$ cat src/tow_defs.svh
// Purpose: Offsets, field positions, reset values and clock source codes for the overflow/wake block
// Assumes: Byte-wide register port, one register per address
// Notes:   Definitions only
`ifndef TOW_DEFS_SVH
`define TOW_DEFS_SVH

// Register addresses
`define TOW_ADDR_W          3
`define TOW_OFF_COUNT_LO    3'h0
`define TOW_OFF_COUNT_HI    3'h1
`define TOW_OFF_CTRL        3'h2
`define TOW_OFF_REQ1        3'h3
`define TOW_OFF_EN1         3'h4
`define TOW_OFF_INTERRUPT_CONTROL_REG      3'h5
`define TOW_OFF_EN3         3'h6
`define TOW_OFF_STATE       3'h7

// Field positions
`define TOW_CTRL_ON_BIT     0
`define TOW_CTRL_SYNC_BIT   2
`define TOW_CTRL_OSC_BIT    3
`define TOW_CTRL_CS_LO      4
`define TOW_CTRL_CS_HI      5
`define TOW_REQ1_OVF_BIT    0
`define TOW_EN1_OVF_BIT     0
`define TOW_INTERRUPT_CONTROL_REG_PERIPHERAL_IRQ_ENABLE_BIT 6
`define TOW_INTERRUPT_CONTROL_REG_GIE_BIT  7

// Reset values
`define TOW_RST_COUNT       16'h0000
`define TOW_RST_BYTE        8'h00
`define TOW_COUNT_MAX       16'hFFFF

// Clock source codes
`define TOW_CS_SYS          2'h0
`define TOW_CS_EXT          2'h1
`define TOW_CS_OSC          2'h2
`define TOW_CS_EXT_ALT      2'h3

`endif

$ cat src/tow_pkg.sv
// Purpose: Types shared by the overflow/wake block
// Assumes: Constants come from tow_defs.svh
// Notes:   No imports anywhere; use tow_pkg::name
package tow_pkg;

  // Counter control fields
  typedef struct packed {
    logic [1:0] cs;
    logic       osc_en;
    logic       sync;
    logic       on;
  } tow_ctrl_t;

  // Global enables
  typedef struct packed {
    logic global_irq_enable;
    logic peripheral_irq_enable;
  } tow_glob_t;

  // Core power state, one-hot
  typedef enum logic [2:0] {
    TOW_ST_RUN   = 3'b001,
    TOW_ST_SLEEP = 3'b010,
    TOW_ST_WAKE  = 3'b100
  } tow_state_t;

endpackage

$ cat src/tow_tick_sel.sv
// Purpose: Picks the count source and produces a one-cycle count tick
// Assumes: External pins are synchronous to mclk
// Notes:   Rising edges of the selected pin count
`include "tow_defs.svh"
`timescale 1ns/100ps
module tow_tick_sel (
  input  wire logic              mclk,
  input  wire logic              arst_n,
  input  wire tow_pkg::tow_ctrl_t ctrl,
  input  wire logic              sleeping,
  input  wire logic              ext_clk_in,
  input  wire logic              sec_osc_in,
  output logic                   tick
);

  logic ext_q;
  logic osc_q;
  logic ext_rise;
  logic osc_rise;
  logic src_tick;

  // Previous pin levels for edge detection
  always_ff @(posedge mclk or negedge arst_n) begin
    if (!arst_n) begin
      ext_q <= 1'b0;
      osc_q <= 1'b0;
    end else begin
      ext_q <= ext_clk_in;
      osc_q <= sec_osc_in;
    end
  end

  assign ext_rise = ext_clk_in & ~ext_q;
  assign osc_rise = sec_osc_in & ~osc_q & ctrl.osc_en;

  // Source select; system clock is dead in sleep
  always_comb begin
    unique case (ctrl.cs)
      `TOW_CS_SYS:     src_tick = ~sleeping;
      `TOW_CS_EXT:     src_tick = ext_rise;
      `TOW_CS_OSC:     src_tick = osc_rise;
      `TOW_CS_EXT_ALT: src_tick = ext_rise;
    endcase
  end

  // Sleep counting only when asynchronous
  assign tick = ctrl.on & src_tick & (~sleeping | ctrl.sync);

endmodule

$ cat src/tow_irq_gate.sv
// Purpose: Enable gating for the overflow and bank-3 interrupt requests
// Assumes: Flags and enables are register outputs
// Notes:   Purely combinational
`timescale 1ns/100ps
module tow_irq_gate (
  input  wire logic               ovf_flag,
  input  wire logic               ovf_ie,
  input  wire tow_pkg::tow_ctrl_t ctrl,
  input  wire tow_pkg::tow_glob_t glob,
  input  wire logic [7:0]         req3,
  input  wire logic [7:0]         en3,
  output logic                    periph_pend,
  output logic                    irq,
  output logic                    wake_arm
);

  logic ovf_pend;

  // Overflow request needs counter on and its own enable
  assign ovf_pend    = ovf_flag & ovf_ie & ctrl.on;
  // Every peripheral source blocked without the peripheral enable
  assign periph_pend = glob.peripheral_irq_enable & (ovf_pend | (|(req3 & en3)));
  assign irq         = glob.global_irq_enable & periph_pend;
  // Wake-up armed without the global enable
  assign wake_arm    = glob.peripheral_irq_enable & ovf_ie & ctrl.on & ctrl.sync;

endmodule

$ cat src/tow_timer_core.sv
// Purpose: 16-bit counter with overflow flag, interrupt gating and sleep wake-up
// Assumes: Byte register port, read data one cycle after the read strobe
// Notes:   Count writes take precedence over a tick in the same cycle
`include "tow_defs.svh"
`timescale 1ns/100ps

// Functional notes
// - The two count bytes form one 16-bit counter that counts up to FFFFh and wraps to 0000h.
// - Each wrap from FFFFh to 0000h sets the overflow flag in the request register.
// - The overflow interrupt is raised only with counter on, its enable, peripheral and global enables all set.
// - The overflow flag stays set until software clears it, and clearing it drops the request.
// - In sleep the counter runs only in asynchronous counter mode and halts otherwise.
// - In asynchronous mode an external clock or the secondary oscillator advances the counter.
// - An armed overflow during sleep wakes the core to resume after the sleep instruction.
// - After such a wake the core branches to the service routine only if the global enable is set.
// - The secondary oscillator keeps running in sleep whatever the sync bit holds.
// - No peripheral source, bank 3 included, reaches the interrupt without the peripheral enable.
module tow_timer_core #(
  parameter int ADDR_W = `TOW_ADDR_W
) (
  input  wire logic              mclk,
  input  wire logic              arst_n,
  // Register port
  input  wire logic [ADDR_W-1:0] reg_addr,
  input  wire logic [7:0]        reg_wdata,
  input  wire logic              reg_wr,
  input  wire logic              reg_rd,
  output logic      [7:0]        reg_rdata,
  // Count sources
  input  wire logic              ext_clk_in,
  input  wire logic              sec_osc_in,
  // Other peripheral requests for bank 3
  input  wire logic [7:0]        bank3_req,
  // Core power handshake
  input  wire logic              sleep_req,
  output logic                   core_sleeping,
  output logic                   wake_pulse,
  output logic                   isr_branch,
  output logic                   sec_osc_run,
  output logic                   irq
);

  // Register state
  logic [15:0]        count_q;
  logic [15:0]        count_d;
  tow_pkg::tow_ctrl_t ctrl_q;
  tow_pkg::tow_glob_t glob_q;
  logic               ovf_flag_q;
  logic               ovf_ie_q;
  logic [7:0]         en3_q;
  logic [7:0]         rdata_q;
  logic               wake_q;
  logic               branch_q;
  tow_pkg::tow_state_t state_q;
  tow_pkg::tow_state_t state_d;

  // Internal nets
  logic tick;
  logic inc;
  logic wrap;
  logic cnt_wr;
  logic sleeping;
  logic periph_pend;
  logic irq_raw;
  logic wake_arm;
  logic ovf_clr;
  logic wake_go;

  // Write strobe decode used by several processes
  function automatic logic wr_hit(input logic [ADDR_W-1:0] a,
                                  input logic [ADDR_W-1:0] off,
                                  input logic              wr);
    wr_hit = wr & (a == off);
  endfunction

  assign sleeping = (state_q == tow_pkg::TOW_ST_SLEEP);

  // Count source and sleep qualification
  tow_tick_sel u_tick (
    .mclk       (mclk),
    .arst_n     (arst_n),
    .ctrl       (ctrl_q),
    .sleeping   (sleeping),
    .ext_clk_in (ext_clk_in),
    .sec_osc_in (sec_osc_in),
    .tick       (tick)
  );

  // Enable gating of all requests
  tow_irq_gate u_gate (
    .ovf_flag    (ovf_flag_q),
    .ovf_ie      (ovf_ie_q),
    .ctrl        (ctrl_q),
    .glob        (glob_q),
    .req3        (bank3_req),
    .en3         (en3_q),
    .periph_pend (periph_pend),
    .irq         (irq_raw),
    .wake_arm    (wake_arm)
  );

  // Any count byte write blocks the tick in that cycle
  assign cnt_wr = wr_hit(reg_addr, ADDR_W'(`TOW_OFF_COUNT_LO), reg_wr) |
                  wr_hit(reg_addr, ADDR_W'(`TOW_OFF_COUNT_HI), reg_wr);
  assign inc    = tick & ~cnt_wr;
  assign wrap   = inc & (count_q == `TOW_COUNT_MAX);

  // Next count value
  always_comb begin
    count_d = count_q;
    if (wr_hit(reg_addr, ADDR_W'(`TOW_OFF_COUNT_LO), reg_wr)) begin
      count_d[7:0] = reg_wdata;
    end
    if (wr_hit(reg_addr, ADDR_W'(`TOW_OFF_COUNT_HI), reg_wr)) begin
      count_d[15:8] = reg_wdata;
    end
    if (inc) begin
      count_d = count_q + 16'h0001;
    end
  end

  // Counter register
  always_ff @(posedge mclk or negedge arst_n) begin
    if (!arst_n) begin
      count_q <= `TOW_RST_COUNT;
    end else begin
      count_q <= count_d;
    end
  end

  // Control register
  always_ff @(posedge mclk or negedge arst_n) begin
    if (!arst_n) begin
      ctrl_q <= '0;
    end else if (wr_hit(reg_addr, ADDR_W'(`TOW_OFF_CTRL), reg_wr)) begin
      ctrl_q.on     <= reg_wdata[`TOW_CTRL_ON_BIT];
      ctrl_q.sync   <= reg_wdata[`TOW_CTRL_SYNC_BIT];
      ctrl_q.osc_en <= reg_wdata[`TOW_CTRL_OSC_BIT];
      ctrl_q.cs     <= reg_wdata[`TOW_CTRL_CS_HI:`TOW_CTRL_CS_LO];
    end
  end

  // Global and peripheral enables
  always_ff @(posedge mclk or negedge arst_n) begin
    if (!arst_n) begin
      glob_q <= '0;
    end else if (wr_hit(reg_addr, ADDR_W'(`TOW_OFF_INTERRUPT_CONTROL_REG), reg_wr)) begin
      glob_q.global_irq_enable  <= reg_wdata[`TOW_INTERRUPT_CONTROL_REG_GIE_BIT];
      glob_q.peripheral_irq_enable <= reg_wdata[`TOW_INTERRUPT_CONTROL_REG_PERIPHERAL_IRQ_ENABLE_BIT];
    end
  end

  // Overflow enable, mask of the request register
  always_ff @(posedge mclk or negedge arst_n) begin
    if (!arst_n) begin
      ovf_ie_q <= 1'b0;
    end else if (wr_hit(reg_addr, ADDR_W'(`TOW_OFF_EN1), reg_wr)) begin
      ovf_ie_q <= reg_wdata[`TOW_EN1_OVF_BIT];
    end
  end

  // Bank 3 enables for neighbouring peripherals
  always_ff @(posedge mclk or negedge arst_n) begin
    if (!arst_n) begin
      en3_q <= `TOW_RST_BYTE;
    end else if (wr_hit(reg_addr, ADDR_W'(`TOW_OFF_EN3), reg_wr)) begin
      en3_q <= reg_wdata;
    end
  end

  // Writing a one to the flag clears it
  assign ovf_clr = wr_hit(reg_addr, ADDR_W'(`TOW_OFF_REQ1), reg_wr) & reg_wdata[`TOW_REQ1_OVF_BIT];

  // Sticky overflow flag, set wins over clear
  always_ff @(posedge mclk or negedge arst_n) begin
    if (!arst_n) begin
      ovf_flag_q <= 1'b0;
    end else if (wrap) begin
      ovf_flag_q <= 1'b1;
    end else if (ovf_clr) begin
      ovf_flag_q <= 1'b0;
    end
  end

  // Wake when an armed overflow happens in sleep
  assign wake_go = sleeping & wrap & wake_arm;

  // Power state transitions
  always_comb begin
    state_d = state_q;
    unique case (state_q)
      tow_pkg::TOW_ST_RUN: begin
        if (sleep_req) begin
          state_d = tow_pkg::TOW_ST_SLEEP;
        end
      end
      tow_pkg::TOW_ST_SLEEP: begin
        if (wake_go) begin
          state_d = tow_pkg::TOW_ST_WAKE;
        end
      end
      tow_pkg::TOW_ST_WAKE: begin
        state_d = tow_pkg::TOW_ST_RUN;
      end
      default: begin
        state_d = tow_pkg::TOW_ST_RUN;
      end
    endcase
  end

  // Power state register
  always_ff @(posedge mclk or negedge arst_n) begin
    if (!arst_n) begin
      state_q <= tow_pkg::TOW_ST_RUN;
    end else begin
      state_q <= state_d;
    end
  end

  // Wake pulse and service routine decision
  always_ff @(posedge mclk or negedge arst_n) begin
    if (!arst_n) begin
      wake_q   <= 1'b0;
      branch_q <= 1'b0;
    end else begin
      wake_q   <= wake_go;
      branch_q <= wake_go & glob_q.global_irq_enable;
    end
  end

  // Register read mux, one cycle latency
  always_ff @(posedge mclk or negedge arst_n) begin
    if (!arst_n) begin
      rdata_q <= `TOW_RST_BYTE;
    end else if (reg_rd) begin
      unique case (reg_addr)
        ADDR_W'(`TOW_OFF_COUNT_LO): rdata_q <= count_q[7:0];
        ADDR_W'(`TOW_OFF_COUNT_HI): rdata_q <= count_q[15:8];
        ADDR_W'(`TOW_OFF_CTRL):     rdata_q <= {2'h0, ctrl_q.cs, ctrl_q.osc_en, ctrl_q.sync, 2'h0} |
                                               {7'h00, ctrl_q.on};
        ADDR_W'(`TOW_OFF_REQ1):     rdata_q <= {7'h00, ovf_flag_q};
        ADDR_W'(`TOW_OFF_EN1):      rdata_q <= {7'h00, ovf_ie_q};
        ADDR_W'(`TOW_OFF_INTERRUPT_CONTROL_REG):   rdata_q <= {glob_q.global_irq_enable, glob_q.peripheral_irq_enable, 6'h00};
        ADDR_W'(`TOW_OFF_EN3):      rdata_q <= en3_q;
        ADDR_W'(`TOW_OFF_STATE):    rdata_q <= {4'h0, irq_raw, periph_pend, wake_arm, sleeping};
        default:                    rdata_q <= `TOW_RST_BYTE;
      endcase
    end else begin
      rdata_q <= `TOW_RST_BYTE;
    end
  end

  // Outputs
  assign reg_rdata     = rdata_q;
  assign core_sleeping = sleeping;
  assign wake_pulse    = wake_q;
  assign isr_branch    = branch_q;
  assign sec_osc_run   = ctrl_q.osc_en;
  assign irq           = irq_raw;

endmodule

$ cat config.mk
export PLATFORM = sky130hd
export DESIGN_NAME = tow_timer_core
export DESIGN_NICKNAME = d
export VERILOG_FILES = /design/src/tow_pkg.sv /design/src/tow_tick_sel.sv /design/src/tow_irq_gate.sv /design/src/tow_timer_core.sv
export VERILOG_INCLUDE_DIRS = /design/src
export SDC_FILE = /design/constraint.sdc
export NUM_CORES = 1
export LEC_CHECK = 0
export BUFFER_PORTS_ARGS = -buffer_cell sky130_fd_sc_hd__buf_4
export CAP_MARGIN = 20
export CORE_ASPECT_RATIO = 0.7
export CORE_MARGIN = 5
export CORE_UTILIZATION = 45
export CTS_CLUSTER_SIZE = 14
export DETAILED_ROUTE_END_ITERATION = 8
export GPL_TIMING_DRIVEN = 0
export PLACE_DENSITY = 0.65
export SLEW_MARGIN = 20
export SYNTH_ARGS = -nofsm -noshare
export SYNTH_HDL_FRONTEND = slang
export SYNTH_HIERARCHICAL = 1
export SYNTH_SLANG_ARGS = --single-unit
$ cat constraint.sdc
create_clock -name mclk -period 3 [get_ports mclk]
set_input_delay 0.6 -clock mclk [delete_from_list [all_inputs] [get_ports mclk]]
set_output_delay 0.6 -clock mclk [all_outputs]
set_load 0.005 [all_outputs]
==> out/qor.json <==
{
  "outcome": {"value": "completed"},
  "nets": {"value": 328},
  "syn-instance-count": {"value": 257},
  "reg2reg_to": {"value": "count_q[7]"},
  "final_worst_path_period_need": {"value": 2.309, "unit": "ns"},
  "drtAntennaViolNets": {"value": 0},
  "postCtsSetupBuffers": {"value": 0},
  "global_route_wire_length_before_repair": {"value": 11350, "unit": "um"},
  "crit_path_end_kind": {"value": "register"},
  "ys_dominant_reg_cell": {"value": "dfrtp_1"},
  "buffers_added_on_ports": {"value": 37},
  "global_route.peak_usage_layer": {"value": "met1"},
  "multi_input_comb_area": {"value": 0.001338, "unit": "mm2"},
  "remaining_drc_errors": {"value": 0},
  "pwr_density_cell": {"value": 578.6, "unit": "mW/mm2"},
  "cts.root.buffer_cell": {"value": "clkbuf_8"},
  "path_class": {"value": "reg2reg"},
  "setup.worst_path.start": {"value": "state_q[0]"},
  "numClockSinks": {"value": 48},
  "antennaDiodeCount": {"value": 0},
  "worst-path-max-fanout": {"value": 10},
  "grt-ovfl-total": {"value": 0},
  "die_height": {"value": 74.07, "unit": "um"},
  "met2_use_gr": {"value": 0.2717},
  "synth-seq-area-share": {"value": 0.4557},
  "avgViaCountPerCell": {"value": 5.793},
  "critical_path_required": {"value": 3.21, "unit": "ns"},
  "layout.area.seq": {"value": 0.001202, "unit": "mm2"},
  "ys_warn_count": {"value": 6},
  "detail_route.wl_per_cell": {"value": 18.34, "unit": "um"},
  "design.die.area": {"value": 0.007520, "unit": "mm2"},
  "worst_slew_margin_relative_to_its_limit": {"value": 0.5916},
  "postCtsHoldBufs": {"value": 0},
  "num_io_pins": {"value": 39},
  "p_leak": {"value": 0.001376, "unit": "uW"},
  "tritoncts_clock_tree": {"value": "built"},
  "clock_tree.htree_level_count": {"value": 2},
  "cts_made_buffers": {"value": 5},
  "floorplan.initialDensity": {"value": 0.4631},
  "utilization_of_the_core_after_routing": {"value": 0.5448},
  "setup_viol": {"value": 0},
  "post-dp-hpwl": {"value": 5311, "unit": "um"},
  "syn_nets": {"value": 284},
  "timing.critical_path.cells": {"value": "nand2b_1 -> nor2_1 -> o21ai_1 -> o2111a_1 -> nor2b_1 -> buf_4 -> nor2_2 -> o21ai_0 -> o211ai_1"},
  "cp_data_arrival_time": {"value": 2.52, "unit": "ns"},
  "class_of_the_tightest_hold_or_removal_check": {"value": "in2async"},
  "number_of_enable_flip_flop_cells_after_synthesis": {"value": 0},
  "core": {"value": 0.005698, "unit": "mm2"},
  "setup_repair_after_global_routing_missed_its_margin": {"value": "no"},
  "layout_worst_path_cycle_share": {"value": 0.7697},
  "drt-pass1-iter-count": {"value": 4},
  "initial_antenna_violation_count": {"value": 0},
  "via_count": {"value": 2184},
  "placementRows": {"value": 23},
  "timing.reg2reg.setup_slack": {"value": 0.69, "unit": "ns"},
  "die_width": {"value": 101.5, "unit": "um"},
  "share_of_async_settable_or_async_resettable_flops_after_synthesis": {"value": 1.000},
  "cp_launch_type": {"value": "register"},
  "timing.max_cap.violations": {"value": 0},
  "fmax": {"value": 0.4330, "unit": "GHz"},
  "finalMaxSlewViolations": {"value": 0},
  "cts_resized": {"value": 0},
  "syn2layout_area_growth": {"value": 17.64, "unit": "%"},
  "ys_ff_latch": {"value": 48},
  "worst_clock_skew_on_the_final_layout": {"value": 0.01147, "unit": "ns"},
  "final-hold-violation-count": {"value": 0},
  "gr-usage-all-layers": {"value": 0.1995},
  "first_global_vias": {"value": 2119},
  "gp_congestion": {"value": 0.8962},
  "setup_tns": {"value": 0, "unit": "ns"},
  "grtUsageMet3": {"value": 0.04967},
  "total_standard_cell_area_after_synthesis": {"value": 0.002639, "unit": "mm2"},
  "clkLatencyLatePin": {"value": 0.30, "unit": "ns"},
  "path_clk_slew": {"value": 0.09, "unit": "ns"},
  "slew_of_the_pin_with_the_lowest_slew_margin": {"value": 0.6126, "unit": "ns"},
  "clock_path_buffers": {"value": 2},
  "startpoint_of_the_lowest_slack_register_to_register_path": {"value": "state_q[0]"},
  "n_fill_cell": {"value": 525},
  "irDropWorstVdd": {"value": 0.2761, "unit": "mV"},
  "crit_path_max_incr_delay": {"value": 0.41, "unit": "ns"},
  "drive_gt1_frac": {"value": 0.2881},
  "most-common-layout-cells": {"value": "dfrtp_1, buf_4, nor2_1, nand2_1, mux2_2"},
  "synth.distinct_cells": {"value": 57},
  "synth.avg_cell_area": {"value": 10.27, "unit": "um2"},
  "totalWireLength": {"value": 6915, "unit": "um"},
  "slowest_stage": {"value": "nor2_1"},
  "drt_iter0_markers": {"value": 172},
  "most_common_cell_after_layout_fill_and_taps_aside": {"value": "dfrtp_1"},
  "ff2ff_path_depth": {"value": 9},
  "maximum_number_of_pins_on_one_net_before_global_route_repair": {"value": 49},
  "grt_util_met1": {"value": 0.3182}
}
## registers in the layout, indices dropped and copies added, names as in the netlist
signal and cells:
count_q 16, en3_q 8, reg_rdata 8, ctrl_q 4, state_q 3, glob_q 2
isr_branch 1, ovf_flag_q 1, ovf_ie_q 1, sec_osc_run 1, u_tick/ext_q 1, u_tick/osc_q 1
wake_pulse 1
## synthesized netlist by cell type (all sizes together) (3+ instances only)
| master | number | area share |
|---|---|---|
| xnor2 | 5 | 0.017 |
| o311ai | 3 | 0.010 |
| nand2b | 5 | 0.012 |
| nand2 | 19 | 0.027 |
| and3 | 4 | 0.0095 |
| mux2 | 18 | 0.077 |
| o211a | 5 | 0.019 |
| nor3 | 5 | 0.013 |
| nor3b | 3 | 0.015 |
| mux2i | 4 | 0.015 |
| buf | 10 | 0.026 |
| dfrtp | 47 | 0.45 |
| nand4 | 5 | 0.014 |
| a21oi | 18 | 0.036 |
| and2 | 6 | 0.014 |
| nor2b | 8 | 0.019 |
| inv | 6 | 0.0085 |
| a31oi | 4 | 0.0095 |
| a21o | 3 | 0.0085 |
| nand3 | 11 | 0.023 |
| a22oi | 3 | 0.0085 |
| o21ai | 18 | 0.034 |
| nor2 | 20 | 0.029 |
## layout make-up
cell class | instances | area share
tap | 75 | 0.03023
buffer | 12 | 0.02459
clock buffer | 7 | 0.02781
inverter | 6 | 0.007255
sequential | 48 | 0.3873
timing repair buffer | 37 | 0.08948
multi-input combinational | 191 | 0.4309
clock inverter | 1 | 0.002418
## routing by layer
metal / vias up / share of wire
li1: 1026 / -
met1: 1066 / 0.49
met2: 86 / 0.40
met3: 6 / 0.094
met4: 0 / 0.0094
met5: - / 0
## report_power, final
group          switching (uW)  total (uW)  internal, uW
logic                     228         458           229
clock network             216         403           188
registers                 159         935           776
total                     603        1800          1190
## logic make-up after synthesis
logic type,after synthesis,share of synthesized area
AOI/OAI and AO/OA,67,0.1773
xor gates and xnor gates,7,0.02323
adders and majority gates,1,0.004741
buffers and inverters,18,0.03746
DFF,48,0.4557
muxes,22,0.09199
and+or+nand+nor,94,0.2096
## stage by stage
step | hold slack (ns) | setup slack, ns | std cells | power, uW | area, um2
floorplan | 0.3044 | 1.030 | 257 | 1205 | 2639
global placement | 0.4565 | 0.7406 | 369 | 1388 | 3010
detailed placement | 0.4843 | 0.7404 | 369 | 1400 | 3010
CTS | 0.3184 | 0.7143 | 377 | 1806 | 3104
global route | 0.3337 | 0.4883 | 377 | 1918 | 3104
finish | 0.2937 | 0.6908 | 377 | 1796 | 3104
## how the worst max path moves through the flow
stage | cells after the start | slack (ns) | endpoint
6_report | 9 | 0.69 | count_q[7]
5_1_grt | 9 | 0.49 | count_q[3]
4_1_cts | 9 | 0.71 | count_q[3]
3_3_place_gp | 9 | 0.74 | count_q[3]
2_1_floorplan | 9 | 1.03 | count_q[6]
3_5_place_dp | 9 | 0.74 | count_q[7]
## critical path: cells and delay by family, from the launching register on
| kind | cells | cell delay, ns |
|---|---|---|
| AOI/OAI and AO/OA | 4 | 0.66 |
| and+or+nand+nor | 4 | 0.97 |
| buffers and inverters | 1 | 0.18 |
| DFF | 1 | 0.38 |
Note: power is estimated with default switching activity, not from simulation.
